[src/design/pam_cfg.svh]
`ifndef PAM_CFG_SVH
`define PAM_CFG_SVH

// Port geometry
`define PAM_PORT_W 8
`define PAM_DATA_W 32
`define PAM_ADDR_W 32
`define PAM_ADDR_LSB 2
`define PAM_IDX_W 3
`define PAM_LOW_PINS 5

// Register byte offsets
`define PAM_OFF_DIRECTION 32'h0000_0000
`define PAM_OFF_LATCH 32'h0000_0004
`define PAM_OFF_PIN_STATE 32'h0000_0008
`define PAM_OFF_PULLUP 32'h0000_000C
`define PAM_OFF_OPEN_DRAIN 32'h0000_0010
`define PAM_OFF_ADDR_ENABLE 32'h0000_0014

// Reset values
`define PAM_RST_DIRECTION 8'h00
`define PAM_RST_LATCH 8'h00
`define PAM_RST_PULLUP 8'h00
`define PAM_RST_OPEN_DRAIN 8'h00
`define PAM_RST_ADDR_ENABLE 8'hFF
`define PAM_RST_RDATA 32'h0000_0000
`define PAM_READ_ZERO 32'h0000_0000

// Operating modes
`define PAM_MODE_1 3'h1
`define PAM_MODE_2 3'h2
`define PAM_MODE_4 3'h4
`define PAM_MODE_5 3'h5
`define PAM_MODE_6 3'h6
`define PAM_MODE_7 3'h7

`endif

[src/design/pam_pkg.sv]
`include "pam_cfg.svh"

package pam_pkg;

   typedef struct packed {
      logic psel;
      logic penable;
      logic pwrite;
      logic [`PAM_ADDR_W-1:0] paddr;
      logic [`PAM_DATA_W-1:0] pwdata;
   } pam_apb_req_t;

   typedef struct packed {
      logic pready;
      logic pslverr;
      logic [`PAM_DATA_W-1:0] prdata;
   } pam_apb_rsp_t;

   typedef enum logic [2:0] {
      PAM_REG_DIRECTION = 3'h0,
      PAM_REG_LATCH = 3'h1,
      PAM_REG_PIN_STATE = 3'h3,
      PAM_REG_PULLUP = 3'h2,
      PAM_REG_OPEN_DRAIN = 3'h6,
      PAM_REG_ADDR_ENABLE = 3'h7,
      PAM_REG_NONE = 3'h5
   } pam_reg_t;

   typedef enum logic [1:0] {
      PAM_PF_INPUT = 2'h0,
      PAM_PF_GPO = 2'h1,
      PAM_PF_ADDR = 2'h3
   } pam_pin_func_t;

   function automatic pam_reg_t pam_decode(input logic [`PAM_ADDR_W-1:0] addr);
      pam_reg_t sel;
      case (addr)
         `PAM_OFF_DIRECTION: sel = PAM_REG_DIRECTION;
         `PAM_OFF_LATCH: sel = PAM_REG_LATCH;
         `PAM_OFF_PIN_STATE: sel = PAM_REG_PIN_STATE;
         `PAM_OFF_PULLUP: sel = PAM_REG_PULLUP;
         `PAM_OFF_OPEN_DRAIN: sel = PAM_REG_OPEN_DRAIN;
         `PAM_OFF_ADDR_ENABLE: sel = PAM_REG_ADDR_ENABLE;
         default: sel = PAM_REG_NONE;
      endcase
      return sel;
   endfunction

endpackage

[src/design/pam_port_a.sv]
// Our own choices: the register addresses and register access over APB.
`timescale 1ns/1ps

// Functional notes
// - Eight-bit output latch, reset zero, drives outputs
// - Latch reaches pin only in general-purpose function
// - Pin-state read of output bit returns latch
// - Pin-state read of input bit returns pin
// - Pin-state register ignores writes
// - Pin-state has no reset, follows pins
// - Pull-up bit 1 enables pull-up, resets zero
// - Pull-up forced off whenever pin is output
// - Modes 1,2,5,6 honour only bits 7-5, except open-drain bits 4-0
// - Open-drain bit 1: drive low, release high
// - Open-drain bit 0: push-pull, resets zero
// - Direction 1, enable 1: pin drives address
// - Direction 1, enable 0: pin drives latch
// - Enable bit n maps pin n, address 16+n
// - Address enables read/write, reset all ones
// - Write-only direction register, reset zero
// - Modes 1,2,5,6: pins 4-0 always address
// - Mode 7 without expansion: plain I/O only

module pam_port_a
   import pam_pkg::*;
#(
   parameter int PW = `PAM_PORT_W
) (
   input wire logic i_clk_sys, // System clock, 100 MHz
   input wire logic i_srst, // Synchronous reset, active high
   input wire logic i_clk_en, // Freezes all state when low
   input wire pam_apb_req_t i_apb, // APB request
   output pam_apb_rsp_t o_apb, // APB answer
   input wire logic [2:0] i_op_mode, // Operating mode from mode logic
   input wire logic i_external_expansion_enable, // Expansion enable for mode 7
   input wire logic [PW-1:0] i_addr_hi, // Address bits 23 to 16
   input wire logic [PW-1:0] i_pin_in, // Pin levels, asynchronous
   output logic [PW-1:0] o_pin_out, // Pin output value
   output logic [PW-1:0] o_pin_oe, // Pin output enable, high drives
   output logic [PW-1:0] o_pullup_en // Input pull-up enable
);

   pam_reg_t sel;
   logic wr_en;
   logic [`PAM_DATA_W-1:0] wdata;
   logic [`PAM_DATA_W-1:0] rdata;
   logic [PW-1:0] pin_sync;

   logic [PW-1:0] direction_reg;
   logic [PW-1:0] direction_next;
   logic [PW-1:0] port_output_latch_reg;
   logic [PW-1:0] port_output_latch_next;
   logic [PW-1:0] port_pullup_control_reg;
   logic [PW-1:0] port_pullup_control_next;
   logic [PW-1:0] port_open_drain_control_reg;
   logic [PW-1:0] port_open_drain_control_next;
   logic [PW-1:0] address_output_enable_reg;
   logic [PW-1:0] address_output_enable_next;
   logic [PW-1:0] port_pin_state;

   logic [PW-1:0] pin_out_next;
   logic [PW-1:0] pin_oe_next;
   logic [PW-1:0] pullup_next;

   // True in the modes where only the top three pins are ports
   function automatic logic low_pins_fixed(input logic [2:0] mode);
      return (mode == `PAM_MODE_1) || (mode == `PAM_MODE_2) ||
         (mode == `PAM_MODE_5) || (mode == `PAM_MODE_6);
   endfunction

   // Pin function from mode, expansion enable, direction and address enable
   function automatic pam_pin_func_t pin_func(input logic [2:0] mode, input logic external_expansion_enable,
      input int idx, input logic dir, input logic aen);
      pam_pin_func_t f;
      f = dir ? PAM_PF_GPO : PAM_PF_INPUT;
      if (low_pins_fixed(mode)) begin
         if (idx < `PAM_LOW_PINS) begin
            f = PAM_PF_ADDR;
         end else if (dir && aen) begin
            f = PAM_PF_ADDR;
         end
      end else if ((mode == `PAM_MODE_4) || ((mode == `PAM_MODE_7) && external_expansion_enable)) begin
         if (dir && aen) begin
            f = PAM_PF_ADDR;
         end
      end
      // Mode 7 without expansion, and unlisted modes, keep plain I/O
      return f;
   endfunction

   pam_apb_slave u_apb_slave (
      .i_clk_sys(i_clk_sys),
      .i_srst(i_srst),
      .i_clk_en(i_clk_en),
      .i_apb(i_apb),
      .o_apb(o_apb),
      .o_sel(sel),
      .o_wr_en(wr_en),
      .o_wdata(wdata),
      .i_rdata(rdata)
   );

   pam_pin_sync #(
      .W(PW)
   ) u_pin_sync (
      .i_clk_sys(i_clk_sys),
      .i_clk_en(i_clk_en),
      .i_async(i_pin_in),
      .o_sync(pin_sync)
   );

   // Next values of the software registers
   always_comb begin
      direction_next = direction_reg;
      port_output_latch_next = port_output_latch_reg;
      port_pullup_control_next = port_pullup_control_reg;
      port_open_drain_control_next = port_open_drain_control_reg;
      address_output_enable_next = address_output_enable_reg;
      if (wr_en) begin
         case (sel)
            PAM_REG_DIRECTION: direction_next = wdata[PW-1:0];
            PAM_REG_LATCH: port_output_latch_next = wdata[PW-1:0];
            PAM_REG_PULLUP: port_pullup_control_next = wdata[PW-1:0];
            PAM_REG_OPEN_DRAIN: port_open_drain_control_next = wdata[PW-1:0];
            PAM_REG_ADDR_ENABLE: address_output_enable_next = wdata[PW-1:0];
            PAM_REG_PIN_STATE: ; // Read-only, write dropped
            default: ;
         endcase
      end
   end

   always_ff @(posedge i_clk_sys) begin
      if (i_srst) begin
         direction_reg <= `PAM_RST_DIRECTION;
      end else if (i_clk_en) begin
         direction_reg <= direction_next;
      end
   end

   always_ff @(posedge i_clk_sys) begin
      if (i_srst) begin
         port_output_latch_reg <= `PAM_RST_LATCH;
      end else if (i_clk_en) begin
         port_output_latch_reg <= port_output_latch_next;
      end
   end

   always_ff @(posedge i_clk_sys) begin
      if (i_srst) begin
         port_pullup_control_reg <= `PAM_RST_PULLUP;
      end else if (i_clk_en) begin
         port_pullup_control_reg <= port_pullup_control_next;
      end
   end

   always_ff @(posedge i_clk_sys) begin
      if (i_srst) begin
         port_open_drain_control_reg <= `PAM_RST_OPEN_DRAIN;
      end else if (i_clk_en) begin
         port_open_drain_control_reg <= port_open_drain_control_next;
      end
   end

   always_ff @(posedge i_clk_sys) begin
      if (i_srst) begin
         address_output_enable_reg <= `PAM_RST_ADDR_ENABLE;
      end else if (i_clk_en) begin
         address_output_enable_reg <= address_output_enable_next;
      end
   end

   // Per-pin function, drive and pull-up, from the next register values
   generate
      for (genvar n = 0; n < PW; n++) begin : g_pin
         pam_pin_func_t func;
         logic drive_val;
         assign func = pin_func(i_op_mode, i_external_expansion_enable, n,
            direction_next[n], address_output_enable_next[n]);
         // Address line 16+n or the latch, never both
         assign drive_val = (func == PAM_PF_ADDR) ? i_addr_hi[n] : port_output_latch_next[n];
         assign pin_out_next[n] = drive_val;
         // Open drain releases the pin for a one
         assign pin_oe_next[n] = (func != PAM_PF_INPUT) &
            ~(port_open_drain_control_next[n] & drive_val);
         // Pull-up only on an input port
         assign pullup_next[n] = (func == PAM_PF_INPUT) & port_pullup_control_next[n] &
            ~(low_pins_fixed(i_op_mode) && (n < `PAM_LOW_PINS));
         // Output bits read the latch, inputs the pin
         assign port_pin_state[n] = direction_reg[n] ? port_output_latch_reg[n] : pin_sync[n];
      end
   endgenerate

   always_ff @(posedge i_clk_sys) begin
      if (i_srst) begin
         o_pin_out <= `PAM_RST_LATCH;
         o_pin_oe <= `PAM_RST_DIRECTION;
         o_pullup_en <= `PAM_RST_PULLUP;
      end else if (i_clk_en) begin
         o_pin_out <= pin_out_next;
         o_pin_oe <= pin_oe_next;
         o_pullup_en <= pullup_next;
      end
   end

   // Read multiplexer; direction reads back as zero
   always_comb begin
      rdata = `PAM_READ_ZERO;
      case (sel)
         PAM_REG_LATCH: rdata[PW-1:0] = port_output_latch_reg;
         PAM_REG_PIN_STATE: rdata[PW-1:0] = port_pin_state;
         PAM_REG_PULLUP: rdata[PW-1:0] = port_pullup_control_reg;
         PAM_REG_OPEN_DRAIN: rdata[PW-1:0] = port_open_drain_control_reg;
         PAM_REG_ADDR_ENABLE: rdata[PW-1:0] = address_output_enable_reg;
         PAM_REG_DIRECTION: rdata = `PAM_READ_ZERO;
         default: rdata = `PAM_READ_ZERO;
      endcase
   end

endmodule // pam_port_a

[src/design/pam_pin_sync.sv]
`timescale 1ns/1ps

module pam_pin_sync
   import pam_pkg::*;
#(
   parameter int W = `PAM_PORT_W
) (
   input wire logic i_clk_sys, // System clock
   input wire logic i_clk_en, // Freezes the chain when low
   input wire logic [W-1:0] i_async, // Raw pin levels
   output logic [W-1:0] o_sync // Levels after two stages
);

   logic [W-1:0] meta_reg;

   // No reset: the chain follows the pin level, two cycles late, while the clock enable is high
   always_ff @(posedge i_clk_sys) begin
      if (i_clk_en) begin
         meta_reg <= i_async;
         o_sync <= meta_reg;
      end
   end

endmodule // pam_pin_sync

[src/design/pam_apb_slave.sv]
`timescale 1ns/1ps

module pam_apb_slave
   import pam_pkg::*;
(
   input wire logic i_clk_sys, // System clock
   input wire logic i_srst, // Synchronous reset, active high
   input wire logic i_clk_en, // Freezes state when low
   input wire pam_apb_req_t i_apb, // APB request
   output pam_apb_rsp_t o_apb, // APB answer, registered
   output pam_reg_t o_sel, // Decoded register
   output logic o_wr_en, // Write commit strobe
   output logic [`PAM_DATA_W-1:0] o_wdata, // Write data
   input wire logic [`PAM_DATA_W-1:0] i_rdata // Read value of o_sel
);

   logic setup;

   assign o_sel = pam_decode(i_apb.paddr);
   assign setup = i_apb.psel & ~i_apb.penable;
   assign o_wdata = i_apb.pwdata;
   // Commit on the edge that completes the access phase
   assign o_wr_en = i_apb.psel & i_apb.penable & o_apb.pready & i_apb.pwrite &
      (o_sel != PAM_REG_NONE) & i_clk_en;

   // Answer is prepared in the setup cycle: no wait states
   always_ff @(posedge i_clk_sys) begin
      if (i_srst) begin
         o_apb.pready <= 1'b0;
         o_apb.pslverr <= 1'b0;
         o_apb.prdata <= `PAM_RST_RDATA;
      end else if (i_clk_en) begin
         o_apb.pready <= setup;
         o_apb.pslverr <= setup & (o_sel == PAM_REG_NONE);
         o_apb.prdata <= (setup & ~i_apb.pwrite) ? i_rdata : `PAM_READ_ZERO;
      end
   end

endmodule // pam_apb_slave

[config.mk]
export PLATFORM = sky130hd
export DESIGN_NAME = pam_port_a
export DESIGN_NICKNAME = d
export VERILOG_FILES = /design/src/design/pam_pkg.sv /design/src/design/pam_port_a.sv /design/src/design/pam_pin_sync.sv /design/src/design/pam_apb_slave.sv
export VERILOG_INCLUDE_DIRS = /design/src /design/src/design
export SDC_FILE = /design/constraint.sdc
export NUM_CORES = 1
export LEC_CHECK = 0
export BUFFER_PORTS_ARGS = -buffer_cell sky130_fd_sc_hd__buf_2
export CAP_MARGIN = 20
export CELL_PAD_IN_SITES_DETAIL_PLACEMENT = 1
export CELL_PAD_IN_SITES_GLOBAL_PLACEMENT = 1
export CORE_MARGIN = 3
export CORE_UTILIZATION = 36
export CTS_BUF_LIST = sky130_fd_sc_hd__clkbuf_4 sky130_fd_sc_hd__clkbuf_8
export DETAILED_ROUTE_END_ITERATION = 8
export GPL_TIMING_DRIVEN = 1
export PLACE_DENSITY = 0.91
export RECOVER_POWER = 25
export SETUP_SLACK_MARGIN = 0.02
export SLEW_MARGIN = 20
export SYNTH_ARGS = -nofsm -noshare
export SYNTH_HDL_FRONTEND = slang
export SYNTH_SLANG_ARGS = --single-unit
export TNS_END_PERCENT = 100
[constraint.sdc]
create_clock -name i_clk_sys -period 2.3 [get_ports i_clk_sys]
set_input_delay 0.46 -clock i_clk_sys [delete_from_list [all_inputs] [get_ports i_clk_sys]]
set_output_delay 0.46 -clock i_clk_sys [all_outputs]
set_load 0.01 [all_outputs]
==> metrics.txt, run 1 <==
TNS Setup=-0.0187 ns; Setup WS pre-CTS=-0.515 ns; CP delay by family, top=simple AND/OR/NAND/NOR gates; unrepaired setup endpoints after global routing=yes; CTS tree=yes; GR Util All Layers=21.2%; synthesized flop and latch total=90; # fillers=1404; fin nets=737; Root Driver=clkbuf_8; slowest CP cell=or4_4; Rows=40; Placer Congestion=0.928; latest clock arrival within the worst-skew pair=0.38 ns; Final period util=101%; clk slew on worst S/H paths=0.10 ns; clk sinks=90; CTS Buffer Depth=2; crit path DAT=2.59 ns; outcome=finished, violations left; die area=14400 um2; most frequent cells in the layout=83 x buf_2, 81 x buf_4, 73 x dfxtp_1; Post-synth EDFFs=16; multi-input gate area in the final layout=2650 um2; Die X=120 um; Synth Flop Type=dfxtp_1; drt pass-1 iters=5; Avg Cell Area, Syn=9.98 um2; Core ar.=12400 um2; H-Tree Level Count=3; DR WL/cell=20.9 um; Mapped Cells=468; post-DP HPWL=11400 um; final wirelength=17100 um; startpoint class of the critical path=primary input; Most flops, register=u_apb_slave.o_apb; skew final=0.0177 ns; Ports=148; vias in the first global route=4498; Port Buffers=99; fraction of registers with async set/reset=0%; Setup-failing EPs final=2; Slew Limit Fails=0; Power Dens Cells=509 nW/um2; sequential area share after synthesis=42.0%; FF+latch area=1960 um2; Overflow after GRT=0; crit-path max cell delay=0.56 ns; vias=4392; Remaining DRCs=0; CP Max Fanout=6; Worst Path Buf+Inv=6; max reg flops=10; Pwr Total=3.30 mW; global-route wire length before repair=23800 um; max-cap viol count=0; Distinct cells, synth=58; DR vias/cell=5.37; WS Path Type=in2reg; CTS buffer count=9; Critical Path Sink Type=flop; CP required=2.57 ns; Area Overhead vs Synth=38.8%; most common cell after layout, fill and taps aside=buf_2; crit-path cells=buf_6 > nor4_4 > buf_4 > nand4_4 > or4_4 > buf_4 > clkbuf_16 > buf_4 > buf_4 > a211o_1; largest net degree at the start of global routing=35; fmax=0.431 GHz; Non-Filler Instances=818; ANT nets after route=0; Tmin final=2.32 ns; final hold vios=0; fin worst setup slack=-0.0183 ns; post-synthesis cell area=4670 um2; Die H=120 um; Initial Utilization=37.8%; failing checks=negative setup slack; Max VDD drop=0.409 mV; P_leak=2.87 nW; Util after Layout=52.4%; worst min-delay path category=in2reg; CTS Hold Bufs=0; # diodes=0; share of layout cells above drive strength 1=41.7%; Yosys warning total=0; Initial DRC Count=201; Crit path top cell by count=buf_4; Post-Place Cells=783; initial antenna violation count=0
-- worst paths after layout --
kind         slack, ns                               start                                         to  cells past startpoint
min               0.25                         i_pin_in[5]           u_pin_sync.meta_reg[5]$_DFFE_PP_                      1
max              -0.02                           i_apb[55]  address_output_enable_reg[5]$_SDFFE_PP1P_                     10
min reg2reg       0.43    u_pin_sync.meta_reg[6]$_DFFE_PP_             u_pin_sync.o_sync[6]$_DFFE_PP_                      0
max reg2reg       0.01  u_apb_slave.o_apb[33]$_SDFFE_PP0P_  address_output_enable_reg[5]$_SDFFE_PP1P_                      8
-- metrics by stage --
step                area, um2  hold slack [ns]
floorplan                4770            0.400
global placement         5740            0.402
detailed placement       5740            0.406
CTS                      6000            0.226
global route             6480            0.221
finish                   6480            0.247
-- logic make-up after synthesis --
kind of cell	synth area share, %
AND/OR/NAND/NOR	22.8
AO/OA/AOI/OAI	17.6
flip-flops	42.0
buffers and inverters	8.73
multiplexers	8.28
adder cells (fa/ha/maj)	0.536
other	0.0803
-- power by group --
part / total, mW / switching [mW] / internal, mW
Sequential: 1.66 / 0.0191 / 1.64
Clock: 1.26 / 0.612 / 0.645
Combinational: 0.378 / 0.221 / 0.157
-- cells in the mapped netlist, drive strengths merged, types with 4 or more instances --
cell / number / area share, %
mux2i: 30 / 6.4
nor4: 17 / 5.5
nand2b: 10 / 1.3
dfxtp: 74 / 32
a21oi: 19 / 2.0
nor2: 49 / 3.9
a211oi: 4 / 0.75
nor3b: 8 / 1.3
o2111ai: 6 / 1.1
nand2: 29 / 2.3
nand3b: 8 / 1.3
a22o: 8 / 1.5
a22oi: 6 / 0.96
a32oi: 5 / 0.94
nor3: 5 / 0.64
o21bai: 10 / 2.0
edfxtp: 16 / 10
o221ai: 5 / 1.6
a32o: 7 / 1.5
a21o: 5 / 0.80
clkbuf: 15 / 1.2
and4b: 4 / 0.86
nor2b: 16 / 2.9
inv: 25 / 2.0
nand3: 9 / 1.3
o21ai: 7 / 0.75
buf: 35 / 5.4
mux2: 6 / 1.8
-- cell type report --
class                   instances  share of cell area, %
repair buffers                193                   20.6
multi-input cells             325                   40.9
clock buffers                  11                   2.14
inverters                      26                   1.51
clock inverters                 5                   1.31
flip-flops and latches         90                   30.3
well taps                     168                   3.24
-- routing by layer --
layer	wire, um	global-route usage (%)	part of all wire [%]	vias up
met1	6720	24.8	39	2174
li1	-	-	-	1994
met4	461	6.44	2.7	0
met5	0	0	0	-
met2	8990	38.0	53	184
met3	931	5.33	5.4	40
-- repair_timing --
action | CTS | global route
cloned | 0 | 3
setup endpoints to repair | 14 | 25
setup buffers | 0 | 16
pin swaps | 1 | 24
resized for setup | 8 | 58
No activity file was read; power rests on OpenSTA's default activity.
==> run 2, diff against run 1 <==
--- a/config.mk
+++ b/config.mk
@@ -6,12 +6,13 @@
 export SDC_FILE = /design/constraint.sdc
 export NUM_CORES = 1
 export LEC_CHECK = 0
+export ABC_AREA = 1
 export BUFFER_PORTS_ARGS = -buffer_cell sky130_fd_sc_hd__buf_2
 export CAP_MARGIN = 20
 export CELL_PAD_IN_SITES_DETAIL_PLACEMENT = 1
 export CELL_PAD_IN_SITES_GLOBAL_PLACEMENT = 1
 export CORE_MARGIN = 3
-export CORE_UTILIZATION = 36
+export CORE_UTILIZATION = 34
 export CTS_BUF_LIST = sky130_fd_sc_hd__clkbuf_4 sky130_fd_sc_hd__clkbuf_8
 export DETAILED_ROUTE_END_ITERATION = 8
 export GPL_TIMING_DRIVEN = 1
==> run 2 against run 1 <==
  * The flow now finishes without violations
  * Via count up 1.2%
  * Non-clock buffer count fell by 63
  * Synthesized cell count rose by 37%
  * Combinational power fell by 18%
  * Critical path depth grew 1
  * Sequential power is essentially flat
  * Core utilization fell by 9.6 points
  * Design area shrank 12%
  * Clock skew decreased by 0.013 ns
  * Sequential share of layout area grew 3.9 points
  * Critical endpoint is now o_pin_oe[0]$_SDFFE_PP0P_
==> metrics.txt, run 2 <==
outcome=completed; Most flops, register=u_apb_slave.o_apb; GR Util All Layers=19.0%; share of layout cells above drive strength 1=23.9%; CTS tree=yes; switching power=777 uW; crit-path cells=clkbuf_1 > inv_2 > nor3_4 > nand2_2 > o21ai_0 > inv_1 > nand3_1 > nand3_1 > nand2_1 > nand2_1 > nand2_1; Slew Limit Headroom=27.2%; die area=15400 um2; most common cell after layout, fill and taps aside=nand2_1; Die H=124 um; post-synthesis cell area=4730 um2; DR WL/cell=14.9 um; CTS Hold Bufs=0; drt pass-1 iters=4; largest net degree at the start of global routing=48; Initial Utilization=35.3%; initial antenna violation count=0; Setup WS pre-CTS=-0.0450 ns; P_leak=3.00 nW; vias=4446; Initial DRC Count=193; final wirelength=14000 um; Worst Path Buf+Inv=3; Overflow after GRT=0; Rows=42; DR vias/cell=4.72; Mapped Cells=640; WS Path Type=in2reg; slowest CP cell=clkbuf_1; Slew @ Worst Pin=1.09 ns; CP required=2.61 ns; max reg flops=10; crit-path max cell delay=0.35 ns; unrepaired setup endpoints after global routing=no; post-CTS setup buffers=0; P_int=2.33 mW; post-CTS sizing=0; fraction of registers with async set/reset=0%; Max VDD drop=0.315 mV; post-synth top area share=31.3%; Port Buffers=99; area of placed instances=5550 um2; Synth Flop Type=dfxtp_1; startpoint class of the critical path=primary input; worst min-delay path category=in2reg; Core ar.=13400 um2; CTS Buffer Depth=2; Final Cell Area=5740 um2; CTS buffer count=9; ANT nets after route=0; Root Driver=clkbuf_8; most frequent cells in the layout=200 x nand2_1, 95 x buf_2, 74 x dfxtp_1; Post-synth EDFFs=16; multi-input gate area in the final layout=2300 um2; # diodes=0; clk sinks=90; CP delay by family, top=simple AND/OR/NAND/NOR gates; vias in the first global route=4622; post-DP HPWL=11200 um; Distinct cells, synth=46; Placer Congestion=0.894; Yosys warning total=0; FF+latch area=1960 um2; global-route wire length before repair=22600 um; Die X=124 um; Avg Cell Area, Syn=7.39 um2; Power Dens Cells=542 nW/um2; Tmin final=2.09 ns; fmax=0.479 GHz; # fillers=1773; most frequent cell after synthesis=nand2_1; Crit path top cell by count=nand2_1; sequential area share after synthesis=41.5%; Critical Path Sink Type=flop; fin nets=854; Final period util=90.8%; Slew Limit Fails=0; Clk pwr share=36.1%; skew final=0.00501 ns; Remaining DRCs=0; CP Max Fanout=16; final hold vios=0; H-Tree Level Count=3; Setup-failing EPs final=0; fin worst setup slack=0.212 ns; crit path DAT=2.40 ns; Sw Ratio=25.0%; Comb power frac=9.9%; latest clock arrival within the worst-skew pair=0.37 ns; Util after Layout=42.8%; clk slew on worst S/H paths=0.08 ns; most instantiated cells after synthesis=200 x nand2_1, 74 x dfxtp_1, 72 x inv_1; max-cap viol count=0; synthesized flop and latch total=90; Ports=148; synth top area cells=dfxtp_1 31%, nand2_1 16%, edfxtp_1 10%, inv_1 5.7%, nor2_1 4.9%; Yosys top cell by area=dfxtp_1; Area Overhead vs Synth=21.3%; sequential share of power=54.0%
-- run 2: cell count changes in the layout (fill, tap and decap cells not counted), sizes merged, moves of 26 or more --
cell   change
mux2i     -29
inv       +47
buf       -56
nand2    +178
nor2      +26
nand3     +33
-- run 2: final timing paths --
kind                                                    startpoint                                to  slack, ns  cells after the start
worst max-delay path                                      i_clk_en          o_pin_oe[0]$_SDFFE_PP0P_       0.21                     11
worst min-delay path                                   i_pin_in[6]  u_pin_sync.meta_reg[6]$_DFFE_PP_       0.26                      1
worst max register to register  u_apb_slave.o_apb[33]$_SDFFE_PP0P_          o_pin_oe[0]$_SDFFE_PP0P_       0.33                     10
worst min register to register    u_pin_sync.meta_reg[2]$_DFFE_PP_    u_pin_sync.o_sync[2]$_DFFE_PP_       0.42                      0
-- run 2: cells by family after synthesis --
| logic type | share of synthesized area, % |
|---|---|
| simple gates | 33.2 |
| buf+inv | 11.7 |
| other cells | 0.0793 |
| mux | 0.212 |
| fa+ha+maj | 0.529 |
| compound gates | 12.7 |
| flops | 41.5 |
-- run 2: power groups by stage --
stage	Clock, mW	Combinational, mW	Sequential [mW]
6_report	1.12	0.309	1.68
5_1_grt	1.22	0.347	1.68
4_1_cts	1.16	0.311	1.68
3_5_place_dp	0	0.310	1.72
3_3_place_gp	0	0.300	1.71
2_1_floorplan	0	0.190	1.72
-- run 2: layout make-up --
cell class	instances	share of cell area, %
sequential	90	34.2
multi-input combinational	456	40.2
inverter	75	4.91
clock buffer	13	2.79
timing repair buffer	130	13.4
tap	176	3.84
clock inverter	2	0.676
-- run 2: metrics by stage --
step | instances | hold slack (ns) | power, mW | TNS, ns
after floorplan | 663 | 0.400 | 1.91 | 0
after global placement | 927 | 0.403 | 2.01 | 0
after detailed placement | 927 | 0.406 | 2.02 | -0.142
after CTS | 942 | 0.232 | 3.15 | 0
after global routing | 942 | 0.242 | 3.25 | 0
final | 942 | 0.258 | 3.11 | 0
-- run 2: per-layer routing --
metal | GRT usage (%) | share of wire (%)
met2 | 30.8 | 46
met1 | 24.1 | 46
met5 | 0 | 0
met4 | 8.97 | 2.4
met3 | 3.81 | 6.1
